File: src/core/mlcs_map.svh
// Register indices, field positions and reset values of the limit block
`ifndef MLCS_MAP_SVH
`define MLCS_MAP_SVH
// Register indices; byte address is four times the index
`define MLCS_IDX_FE_LIM 6'h16
`define MLCS_IDX_FE_LIM_HI 6'h17
`define MLCS_IDX_CMD 6'h18
`define MLCS_IDX_STAT 6'h19
`define MLCS_IDX_TEMP 6'h1A
`define MLCS_IDX_NEG_LIM 6'h1C
`define MLCS_IDX_NEG_LIM_HI 6'h1D
`define MLCS_IDX_POS_LIM 6'h1E
`define MLCS_IDX_POS_LIM_HI 6'h1F
`define MLCS_IDX_ERR 6'h23
`define MLCS_IDX_IRQ_ST 6'h24
`define MLCS_IDX_IRQ_MK 6'h25
// Reset values
`define MLCS_RST_WORD 32'h0000_0000
`define MLCS_RST_NIB 4'h0
// Implemented run status bits 1-9 and 14-24
`define MLCS_STAT_MASK 32'h01FF_C3FE
// Error flag bits
`define MLCS_ERR_GEN 0
`define MLCS_ERR_FLW 1
`define MLCS_ERR_POS 3
// Interrupt status bits
`define MLCS_IRQ_FLW 0
`define MLCS_IRQ_POS 1
`define MLCS_IRQ_CMD 2
`define MLCS_IRQ_BAD 3
// Command code ranges
`define MLCS_CMD_FAST_MAX 32'h0000_007F
`define MLCS_CMD_OTHER_MIN 32'h0000_0100
`endif

File: src/core/mlcs_pkg.sv
// Types shared by the limit, command and status block
package mlcs_pkg;
    // Class of a written command code
    typedef enum logic [1:0] {
        MLCS_CMD_FAST,
        MLCS_CMD_OTHER,
        MLCS_CMD_BAD
    } mlcs_cmd_e;

    // Complete state of the block
    typedef struct packed {
        logic [31:0] fe_lim;
        logic [31:0] neg_lim;
        logic [31:0] pos_lim;
        logic [31:0] cmd;
        logic [31:0] stat;
        logic [31:0] temp;
        logic [3:0] err;
        logic [3:0] irq_st;
        logic [3:0] irq_mk;
        logic [31:0] rdata;
        logic irq;
        logic fe_act;
        logic pl_act;
        logic cmd_valid;
        logic cmd_fast;
        logic cmd_other;
    } mlcs_state_s;
endpackage

File: src/core/mlcs_core.sv
// Follow error limit, command, run status, temperature and soft limits
//
// Functional notes
// - Follow error raised when deviation exceeds the signed 32-bit limit, default zero.
// - A zero follow error limit disables the follow error entirely.
// - Command register write issues code; 0-127 fast set, 256 upward others.
// - Run status bits 1-7 report retry, positions, velocity, ramps, zero search.
// - Bit 8 password lock, bit 9 magnetic encoder error, bits 10-13 zero.
// - Bits 14-17 report brake, lead/lag, closed loop, encoder calibrated.
// - Bits 18-22 report standby current, memory, encoder, sync, target position.
// - Bits 23 and 24 report both safe torque off channels; 25-31 zero.
// - Read-only register returns the raw scaled motor temperature.
// - Negative soft position limit, signed 32 bits, read-write, reset zero.
// - Positive soft position limit, signed 32 bits, read-write, reset zero.
// - Upper word slot after each limit is reserved and reads zero.
// - Compared value is encoder deviation from the calculated actual position.
// - Follow error sets error bit 1, limit violation bit 3, both bit 0.
//
// Strobed register access was decided locally.
`timescale 1ns/100ps
`include "mlcs_map.svh"

module mlcs_core (
    input wire logic clk,
    input wire logic sys_rst,
    input wire logic [7:0] reg_addr,
    input wire logic [31:0] reg_wdata,
    input wire logic reg_wr,
    input wire logic reg_rd,
    output logic [31:0] reg_rdata,
    input wire logic [31:0] follow_error_value,
    input wire logic [31:0] actual_position,
    input wire logic [31:0] motor_status_bits,
    input wire logic [31:0] temperature_raw,
    output logic follow_error,
    output logic limit_violation,
    output logic [31:0] command_code,
    output logic command_valid,
    output logic command_fast,
    output logic command_other,
    output logic [3:0] error_flags,
    output logic irq
);

    // Magnitude of a signed word, widened so the most negative value fits
    function automatic logic signed [32:0] mag33(input logic [31:0] v);
        logic signed [32:0] w;
        w = {v[31], v};
        mag33 = w[32] ? -w : w;
    endfunction

    // Sorts a command code into fast, other or rejected
    function automatic mlcs_pkg::mlcs_cmd_e cmd_class(input logic [31:0] c);
        if (c <= `MLCS_CMD_FAST_MAX) begin
            cmd_class = mlcs_pkg::MLCS_CMD_FAST;
        end else if (c >= `MLCS_CMD_OTHER_MIN) begin
            cmd_class = mlcs_pkg::MLCS_CMD_OTHER;
        end else begin
            cmd_class = mlcs_pkg::MLCS_CMD_BAD;
        end
    endfunction

    mlcs_pkg::mlcs_state_s q;
    mlcs_pkg::mlcs_state_s next_q;

    logic [5:0] idx;
    logic wr_hit_cmd;
    logic rd_hit_st;
    logic fe_cond;
    logic pl_cond;
    logic [3:0] irq_set;
    logic [3:0] err_set;
    mlcs_pkg::mlcs_cmd_e wclass;

    // Word index from the byte address
    assign idx = reg_addr[7:2];
    assign wr_hit_cmd = reg_wr && (idx == `MLCS_IDX_CMD);
    assign rd_hit_st = reg_rd && (idx == `MLCS_IDX_IRQ_ST);
    assign wclass = cmd_class(reg_wdata);

    // Follow error and soft limit conditions
    always_comb begin
        // Deviation magnitude against the limit, zero limit disables
        // Signed compare, so a negative limit is exceeded by any magnitude
        fe_cond = (q.fe_lim != `MLCS_RST_WORD) &&
                  (mag33(follow_error_value) >
                   $signed({q.fe_lim[31], q.fe_lim}));
        // Both limits zero leave the position unchecked
        pl_cond = ((q.neg_lim != `MLCS_RST_WORD) || (q.pos_lim != `MLCS_RST_WORD)) &&
                  (($signed(actual_position) > $signed(q.pos_lim)) ||
                   ($signed(actual_position) < $signed(q.neg_lim)));
    end

    // Error and interrupt events
    always_comb begin
        err_set = `MLCS_RST_NIB;
        irq_set = `MLCS_RST_NIB;
        if (fe_cond) begin
            err_set[`MLCS_ERR_FLW] = 1'b1;
            err_set[`MLCS_ERR_GEN] = 1'b1;
        end
        if (pl_cond) begin
            err_set[`MLCS_ERR_POS] = 1'b1;
            err_set[`MLCS_ERR_GEN] = 1'b1;
        end
        irq_set[`MLCS_IRQ_FLW] = fe_cond && !q.fe_act;
        irq_set[`MLCS_IRQ_POS] = pl_cond && !q.pl_act;
        irq_set[`MLCS_IRQ_CMD] = wr_hit_cmd && (wclass != mlcs_pkg::MLCS_CMD_BAD);
        irq_set[`MLCS_IRQ_BAD] = wr_hit_cmd && (wclass == mlcs_pkg::MLCS_CMD_BAD);
    end

    // Next state of the whole block
    always_comb begin
        next_q = q;
        next_q.fe_act = fe_cond;
        next_q.pl_act = pl_cond;
        next_q.stat = motor_status_bits & `MLCS_STAT_MASK;
        next_q.temp = temperature_raw;
        next_q.cmd_valid = 1'b0;
        next_q.cmd_fast = 1'b0;
        next_q.cmd_other = 1'b0;
        next_q.rdata = `MLCS_RST_WORD;
        next_q.err = q.err | err_set;
        // Register writes
        if (reg_wr) begin
            case (idx)
                `MLCS_IDX_FE_LIM: next_q.fe_lim = reg_wdata;
                `MLCS_IDX_NEG_LIM: next_q.neg_lim = reg_wdata;
                `MLCS_IDX_POS_LIM: next_q.pos_lim = reg_wdata;
                `MLCS_IDX_CMD: begin
                    next_q.cmd = reg_wdata;
                    next_q.cmd_valid = 1'b1;
                    next_q.cmd_fast = (wclass == mlcs_pkg::MLCS_CMD_FAST);
                    next_q.cmd_other = (wclass == mlcs_pkg::MLCS_CMD_OTHER);
                end
                // Write one to clear, a new event wins
                `MLCS_IDX_ERR: next_q.err = (q.err & ~reg_wdata[3:0]) | err_set;
                `MLCS_IDX_IRQ_MK: next_q.irq_mk = reg_wdata[3:0];
                default: next_q.cmd_valid = 1'b0;
            endcase
        end
        // Register reads, answered in the following cycle
        if (reg_rd) begin
            case (idx)
                `MLCS_IDX_FE_LIM: next_q.rdata = q.fe_lim;
                `MLCS_IDX_CMD: next_q.rdata = q.cmd;
                `MLCS_IDX_STAT: next_q.rdata = q.stat;
                `MLCS_IDX_TEMP: next_q.rdata = q.temp;
                `MLCS_IDX_NEG_LIM: next_q.rdata = q.neg_lim;
                `MLCS_IDX_POS_LIM: next_q.rdata = q.pos_lim;
                `MLCS_IDX_ERR: next_q.rdata = {28'h000_0000, q.err};
                `MLCS_IDX_IRQ_ST: next_q.rdata = {28'h000_0000, q.irq_st};
                `MLCS_IDX_IRQ_MK: next_q.rdata = {28'h000_0000, q.irq_mk};
                // Upper words and unmapped indices read zero
                default: next_q.rdata = `MLCS_RST_WORD;
            endcase
        end
        // Read clears status, a new event wins
        next_q.irq_st = (rd_hit_st ? `MLCS_RST_NIB : q.irq_st) | irq_set;
        next_q.irq = |(next_q.irq_st & next_q.irq_mk);
    end

    // State register
    always_ff @(posedge clk) begin
        if (sys_rst) begin
            q <= '0;
        end else begin
            q <= next_q;
        end
    end

    // Outputs straight from the state
    assign reg_rdata = q.rdata;
    assign follow_error = q.fe_act;
    assign limit_violation = q.pl_act;
    assign command_code = q.cmd;
    assign command_valid = q.cmd_valid;
    assign command_fast = q.cmd_fast;
    assign command_other = q.cmd_other;
    assign error_flags = q.err;
    assign irq = q.irq;
endmodule

File: config.mk
export PLATFORM = sky130hd
export DESIGN_NAME = mlcs_core
export DESIGN_NICKNAME = d
export VERILOG_FILES = /design/src/core/mlcs_pkg.sv /design/src/core/mlcs_core.sv
export VERILOG_INCLUDE_DIRS = /design/src /design/src/core
export SDC_FILE = /design/constraint.sdc
export NUM_CORES = 1
export LEC_CHECK = 0
export BUFFER_PORTS_ARGS = -buffer_cell sky130_fd_sc_hd__buf_2
export CAP_MARGIN = 10
export CORE_ASPECT_RATIO = 2
export CORE_MARGIN = 2
export CORE_UTILIZATION = 35
export DETAILED_ROUTE_END_ITERATION = 8
export HOLD_SLACK_MARGIN = 0.08
export SYNTH_ARGS = -nofsm -noshare
export SYNTH_HDL_FRONTEND = slang
export SYNTH_SLANG_ARGS = --single-unit
File: constraint.sdc
create_clock -name clk -period 7.6 [get_ports clk]
set_input_delay 0.38 -clock clk [delete_from_list [all_inputs] [get_ports clk]]
set_output_delay 0.38 -clock clk [all_outputs]
set_load 0.02 [all_outputs]
==> results of run 1 <==
## Yosys cell counts (all sizes together) (12+ instances only)
master and count:
buf 72, a221oi 19, mux2i 26, nor2 38, ha 97, mux2 13, nand3 12, nor2b 57
dfxtp 230, nor4 41, a22oi 32, nand4 28, nand2 330, clkbuf 76, xnor2 29, a21oi 203
o21ai 40, inv 104
## final timing paths
check / startpoint / endpoint / slack (ps) / depth (start not counted)
max reg2reg: q[176]$_SDFFE_PP0P_ / q[43]$_SDFF_PP0_ / 4010 / 8
max: follow_error_value[0] / irq$_SDFF_PP0_ / 2830 / 17
min: temperature_raw[26] / q[76]$_SDFF_PP0_ / 80 / 2
min reg2reg: error_flags[2]$_SDFFE_PP0P_ / error_flags[2]$_SDFFE_PP0P_ / 460 / 2
## routing by layer
layer	share of wire	track usage	wire length [um]
met5	0.00061	0	27
met1	0.37	0.254	16300
met4	0.071	0.158	3150
met3	0.048	0.0237	2110
met2	0.52	0.424	22900
## flip-flops by register name, indices dropped and copies added, names as in the netlist
register and count:
command_code 32, command_fast 1, command_other 1, command_valid 1, error_flags 4, follow_error 1, irq 1, limit_violation 1
q 156, reg_rdata 32
## metrics by stage
step                      instance area (um^2)  setup WS, ps  hold WS (ps)
after floorplan                          12400          3350           425
after global placement                   13400          2320           442
after detailed placement                 13400          2240           445
after CTS                                14300          2770          80.7
after global routing                     14300          2470          88.8
final                                    14300          2830          84.2
## power groups by stage
stage	sequential, mW	clock, mW	combinational [mW]
floorplan	1.26	0	0.169
global placement	1.27	0	0.289
detailed placement	1.27	0	0.296
CTS	1.24	1.11	0.307
global route	1.24	1.16	0.339
finish	1.24	1.10	0.307
## worst max-delay path, stage by stage
cell	delay, ps
buf_2	110
inv_1	80
ha_1	190
nand3_1	100
or3_1	430
or4_1	660
or4_4	550
nand2_1	100
xnor2_1	70
ha_1	290
nand4_1	170
nor4_1	550
nand4_1	220
o2111a_1	180
a211oi_1	670
nor3_1	140
a211o_1	280
## cells by family (layout without fill, tap and decap cells)
logic type | after synthesis | in the layout | share of synthesized area
AOI/OAI and AO/OA | 352 | 352 | 0.170
buffers and inverters | 252 | 411 | 0.0973
DFF | 230 | 230 | 0.373
adders and majority gates | 97 | 97 | 0.0982
xor gates and xnor gates | 29 | 29 | 0.0205
muxes | 39 | 39 | 0.0329
other | 1 | 6 | 0.000303
and+or+nand+nor | 554 | 554 | 0.208
## final cells by class
class / count / area (um^2) / share of cell area
multi-input cells: 1072 / 6570 / 0.458
inverters: 104 / 390 / 0.0272
well taps: 445 / 557 / 0.0388
clock buffers: 31 / 626 / 0.0436
diodes: 5 / 12.5 / 0.000873
clock inverters: 7 / 73.8 / 0.00515
flip-flops and latches: 230 / 4600 / 0.321
repair buffers: 269 / 1510 / 0.105
==> flow_metrics.env, run 1 <==
export IMPL_synth_area_per_cell_um2=7.95
export IMPL_finalSetupViolations=0
export IMPL_cts_htree_levels=1
export IMPL_dieArea_um2=36900
export IMPL_synthCells=1554
export IMPL_hold_class="input pin to register"
export IMPL_ys_seq_area_frac=0.373
export IMPL_ys_flop_type="dfxtp_1"
export IMPL_internal_power_mw=1.97
export IMPL_wirelength_um=44500
export IMPL_synth_area_um2=12400
export IMPL_cts_max_path_buffers=3
export IMPL_grt_max_degree=101
export IMPL_switching_share=0.257
export IMPL_cp_required_ps=8020
export IMPL_final_cell_mix="nand2_1, dfxtp_1, buf_2"
export IMPL_cts_tree="done"
export IMPL_switchingPower_mw=0.679
export IMPL_setup_tns_ps=0
export IMPL_grtUsageTotal=0.236
export IMPL_cts_buffers=22
export IMPL_async_flop_share=0
export IMPL_min_period_over_period=0.628
export IMPL_synth_area_leaders="dfxtp_1, nand2_1, ha_1"
export IMPL_power_total_mw=2.64
export IMPL_drtIter0Drc=772
export IMPL_gp_congestion=0.935
export IMPL_yosysTopAreaCellShare=0.373
export IMPL_cts_hold_buf=24
export IMPL_slew_headroom=0.215
export IMPL_vias_per_cell=5.34
export IMPL_vias=11600
export IMPL_chipHeight_um=270
export IMPL_slew_violations=0
export IMPL_rows=97
export IMPL_finClkSkew_ps=11.5
export IMPL_nNetsFinal=1968
export IMPL_post_cts_buffers=0
export IMPL_synth_edff_count=0
export IMPL_overflow=0
export IMPL_endpoint_kind="register"
export IMPL_antenna_found_initial=6
export IMPL_ys_ff_latch=230
export IMPL_dr_pass1_iters=5
export IMPL_power_leakage_nw=5.37
export IMPL_grt_pass1_wl_um=65900
export IMPL_p_clk_frac=0.415
export IMPL_startpoint_type="input pin"
export IMPL_clk_latency_ps=520
export IMPL_start_util=0.354
export IMPL_fin_util=0.410
export IMPL_wl_per_cell_um=20.6
export IMPL_seqPwrFrac=0.469
export IMPL_rsz0062_at_grt="false"
export IMPL_dp_cells=2096
export IMPL_ir_drop_mv=0.166
export IMPL_worstPathMaxFanout=6
export IMPL_yosysTopAreaCell="dfxtp_1"
export IMPL_die_w_um=137
export IMPL_layout_commonest_cell="nand2_1"
export IMPL_fillers=3675
export IMPL_ant_nets=0
export IMPL_synth_distinct_cells=60
export IMPL_p_per_area_nw_per_um2=184
export IMPL_final_cells=2163
export IMPL_worst_pin_slew_ps=1180
export IMPL_hpwlAfterDp_um=34800
export IMPL_critPathArrivalTime_ps=5190
export IMPL_cts_resized_gates=0
export IMPL_yosysWarnings=0
export IMPL_first_global_vias=11500
export IMPL_status="complete, no violations"
export IMPL_layout_drive_gt1_share=0.175
export IMPL_critical_path_class="input pin to register"
export IMPL_portBuffers=231
export IMPL_core_um2=35000
export IMPL_drv_cap=0
export IMPL_hold_violations=0
export IMPL_cts_sinks=230
export IMPL_syn_nets=1823
export IMPL_finalCriticalPeriod_ps=4770
export IMPL_combPwrFrac=0.116
export IMPL_area_growth_pct=16.0
export IMPL_cts_root_buffer="clkbuf_16"
export IMPL_pin_count=246
export IMPL_clock_fmax_mhz=210
export IMPL_drc=0
export IMPL_cts_clk_slew_worst_paths_ps=70
No activity file was read; power rests on OpenSTA's default activity.
==> run 2: changes to the inputs <==
==> constraint.sdc (replaced) <==
create_clock -name clk -period 4.6 [get_ports clk]
set_input_delay 0.23 -clock clk [delete_from_list [all_inputs] [get_ports clk]]
set_output_delay 0.23 -clock clk [all_outputs]
set_load 0.02 [all_outputs]
==> flow_metrics.env, run 2 (same netlist as run 1, synthesis figures left out) <==
export IMPL_top_register="q"
export IMPL_placed_area_um2=13400
export IMPL_chipHeight_um=270
export IMPL_rows=97
export IMPL_finClkSkew_ps=11.9
export IMPL_vias_per_cell=5.40
export IMPL_cts_buffers=21
export IMPL_largest_reg_flops=156
export IMPL_min_period_over_period=0.877
export IMPL_die_w_um=137
export IMPL_clk_latency_ps=520
export IMPL_wl_per_cell_um=20.6
export IMPL_rr_endpoint="irq$_SDFF_PP0_"
export IMPL_power_leakage_nw=5.66
export IMPL_drc=0
export IMPL_clock_fmax_mhz=248
export IMPL_dieArea_um2=36900
export IMPL_nNetsFinal=2034
export IMPL_postLayoutCellArea_um2=15000
export IMPL_hpwlAfterDp_um=35200
export IMPL_slew_violations=0
export IMPL_rsz0062_at_grt="false"
export IMPL_worstHoldStart="sys_rst"
export IMPL_portBuffers=231
export IMPL_cts_htree_levels=1
export IMPL_first_global_vias=11800
export IMPL_overflow=0
export IMPL_antenna_found_initial=1
export IMPL_critical_path_class="input pin to register"
export IMPL_holdPathStages=2
export IMPL_cts_tree="done"
export IMPL_holdPathEnd="q[88]$_SDFF_PP0_"
export IMPL_dr_pass1_iters=5
export IMPL_worst_pin_slew_ps=1250
export IMPL_fin_util=0.429
export IMPL_finalCriticalPeriod_ps=4030
export IMPL_wirelength_um=45800
export IMPL_ir_drop_mv=0.216
export IMPL_final_cell_mix="nand2_1, dfxtp_1, buf_2"
export IMPL_ant_nets=0
export IMPL_cts_sinks=230
export IMPL_p_per_area_nw_per_um2=297
export IMPL_cts_root_buffer="clkbuf_16"
export IMPL_cts_max_path_buffers=3
export IMPL_cts_clk_slew_worst_paths_ps=70
export IMPL_worstPathMaxFanout=6
export IMPL_finalSetupViolations=0
export IMPL_post_cts_buffers=0
export IMPL_slew_headroom=0.167
export IMPL_reg2reg_depth=9
export IMPL_hold_violations=0
export IMPL_grt_max_degree=118
export IMPL_layout_commonest_cell="nand2_1"
export IMPL_drv_cap=0
export IMPL_pin_count=246
export IMPL_startpoint_type="input pin"
export IMPL_cp_required_ps=5010
export IMPL_vias=12000
export IMPL_drtIter0Drc=837
export IMPL_endpoint_kind="register"
export IMPL_start_util=0.354
export IMPL_rrSetupSlack_ps=1050
export IMPL_status="complete, no violations"
export IMPL_grt_pass1_wl_um=67500
export IMPL_hold_class="input pin to register"
export IMPL_area_growth_pct=21.2
export IMPL_core_um2=35000
export IMPL_grtUsageTotal=0.242
export IMPL_r2r_start="q[192]$_SDFFE_PP0P_"
export IMPL_gp_congestion=0.922
export IMPL_layout_drive_gt1_share=0.173
export IMPL_critPathArrivalTime_ps=4440
## run 2: cell count changes in the layout (fill, tap and decap cells not counted), moves of 2 or more
cell | before | now
clkbuf_1 | 6 | 4
bufinv_16 | 1 | 3
dlygate4sd3_1 | 24 | 84
buf_4 | 14 | 21
diode_2 | 5 | 1
clkbuf_16 | 23 | 21
## run 2: repair_timing
item                       in CTS  in global routing
resized for setup               0                  0
hold endpoints to repair      180                  0
hold buffers                   84                  0
setup endpoints to repair       0                  0
## run 2: worst max path at each step
stage,startpoint,to,slack (ps),depth (start not counted)
2_1_floorplan,follow_error_value[10],irq$_SDFF_PP0_,500,16
3_3_place_gp,follow_error_value[10],irq$_SDFF_PP0_,-30,18
3_5_place_dp,follow_error_value[10],irq$_SDFF_PP0_,20,18
4_1_cts,follow_error_value[10],irq$_SDFF_PP0_,560,17
5_1_grt,follow_error_value[0],irq$_SDFF_PP0_,290,17
6_report,follow_error_value[10],irq$_SDFF_PP0_,570,17
## run 2: report_power, final
part           internal (mW)  switching, mW
Sequential              2.03         0.0208
Clock                   1.05          0.803
Combinational          0.243          0.311
Total                   3.32           1.13
## run 2: per-layer routing
metal  part of all wire  global-route usage
met1               0.36               0.260
met3              0.054              0.0261
met4              0.076               0.162
met5            0.00028                   0
met2               0.51               0.433
## run 2: final cells by class
cell class / count / area [um^2]
fill: 3498 / 20000
multi-input combinational: 1072 / 6570
sequential: 230 / 4600
timing repair buffer: 336 / 2160
clock buffer: 27 / 568
tap: 445 / 557
inverter: 104 / 390
clock inverter: 9 / 133
antenna: 1 / 2.50
## run 2: metrics by stage
| step | std cells | hold WS [ps] | setup WS (ps) | setup TNS, ps | power [mW] |
|---|---|---|---|---|---|
| 2_1_floorplan | 1554 | 307 | 501 | 0 | 2.37 |
| 3_3_place_gp | 2103 | 441 | -26.2 | -26.2 | 2.57 |
| 3_5_place_dp | 2103 | 443 | 21.8 | 0 | 2.59 |
| 4_1_cts | 2223 | 253 | 556 | 0 | 4.48 |
| 5_1_grt | 2223 | 281 | 290 | 0 | 4.60 |
| 6_report | 2224 | 263 | 566 | 0 | 4.45 |
## run 2: worst max-delay path, stage by stage
cell and delay (ps):
buf_2 120, or4_4 570, nor4_4 200, nand2b_2 110, or4_2 650, o41ai_1 440
xnor2_1 110, ha_1 290, nand4_1 140, nor4_1 350, buf_4 170, nand4_1 110
and2_1 180, a211oi_1 250, buf_4 200, nor3_1 60, a211o_1 250
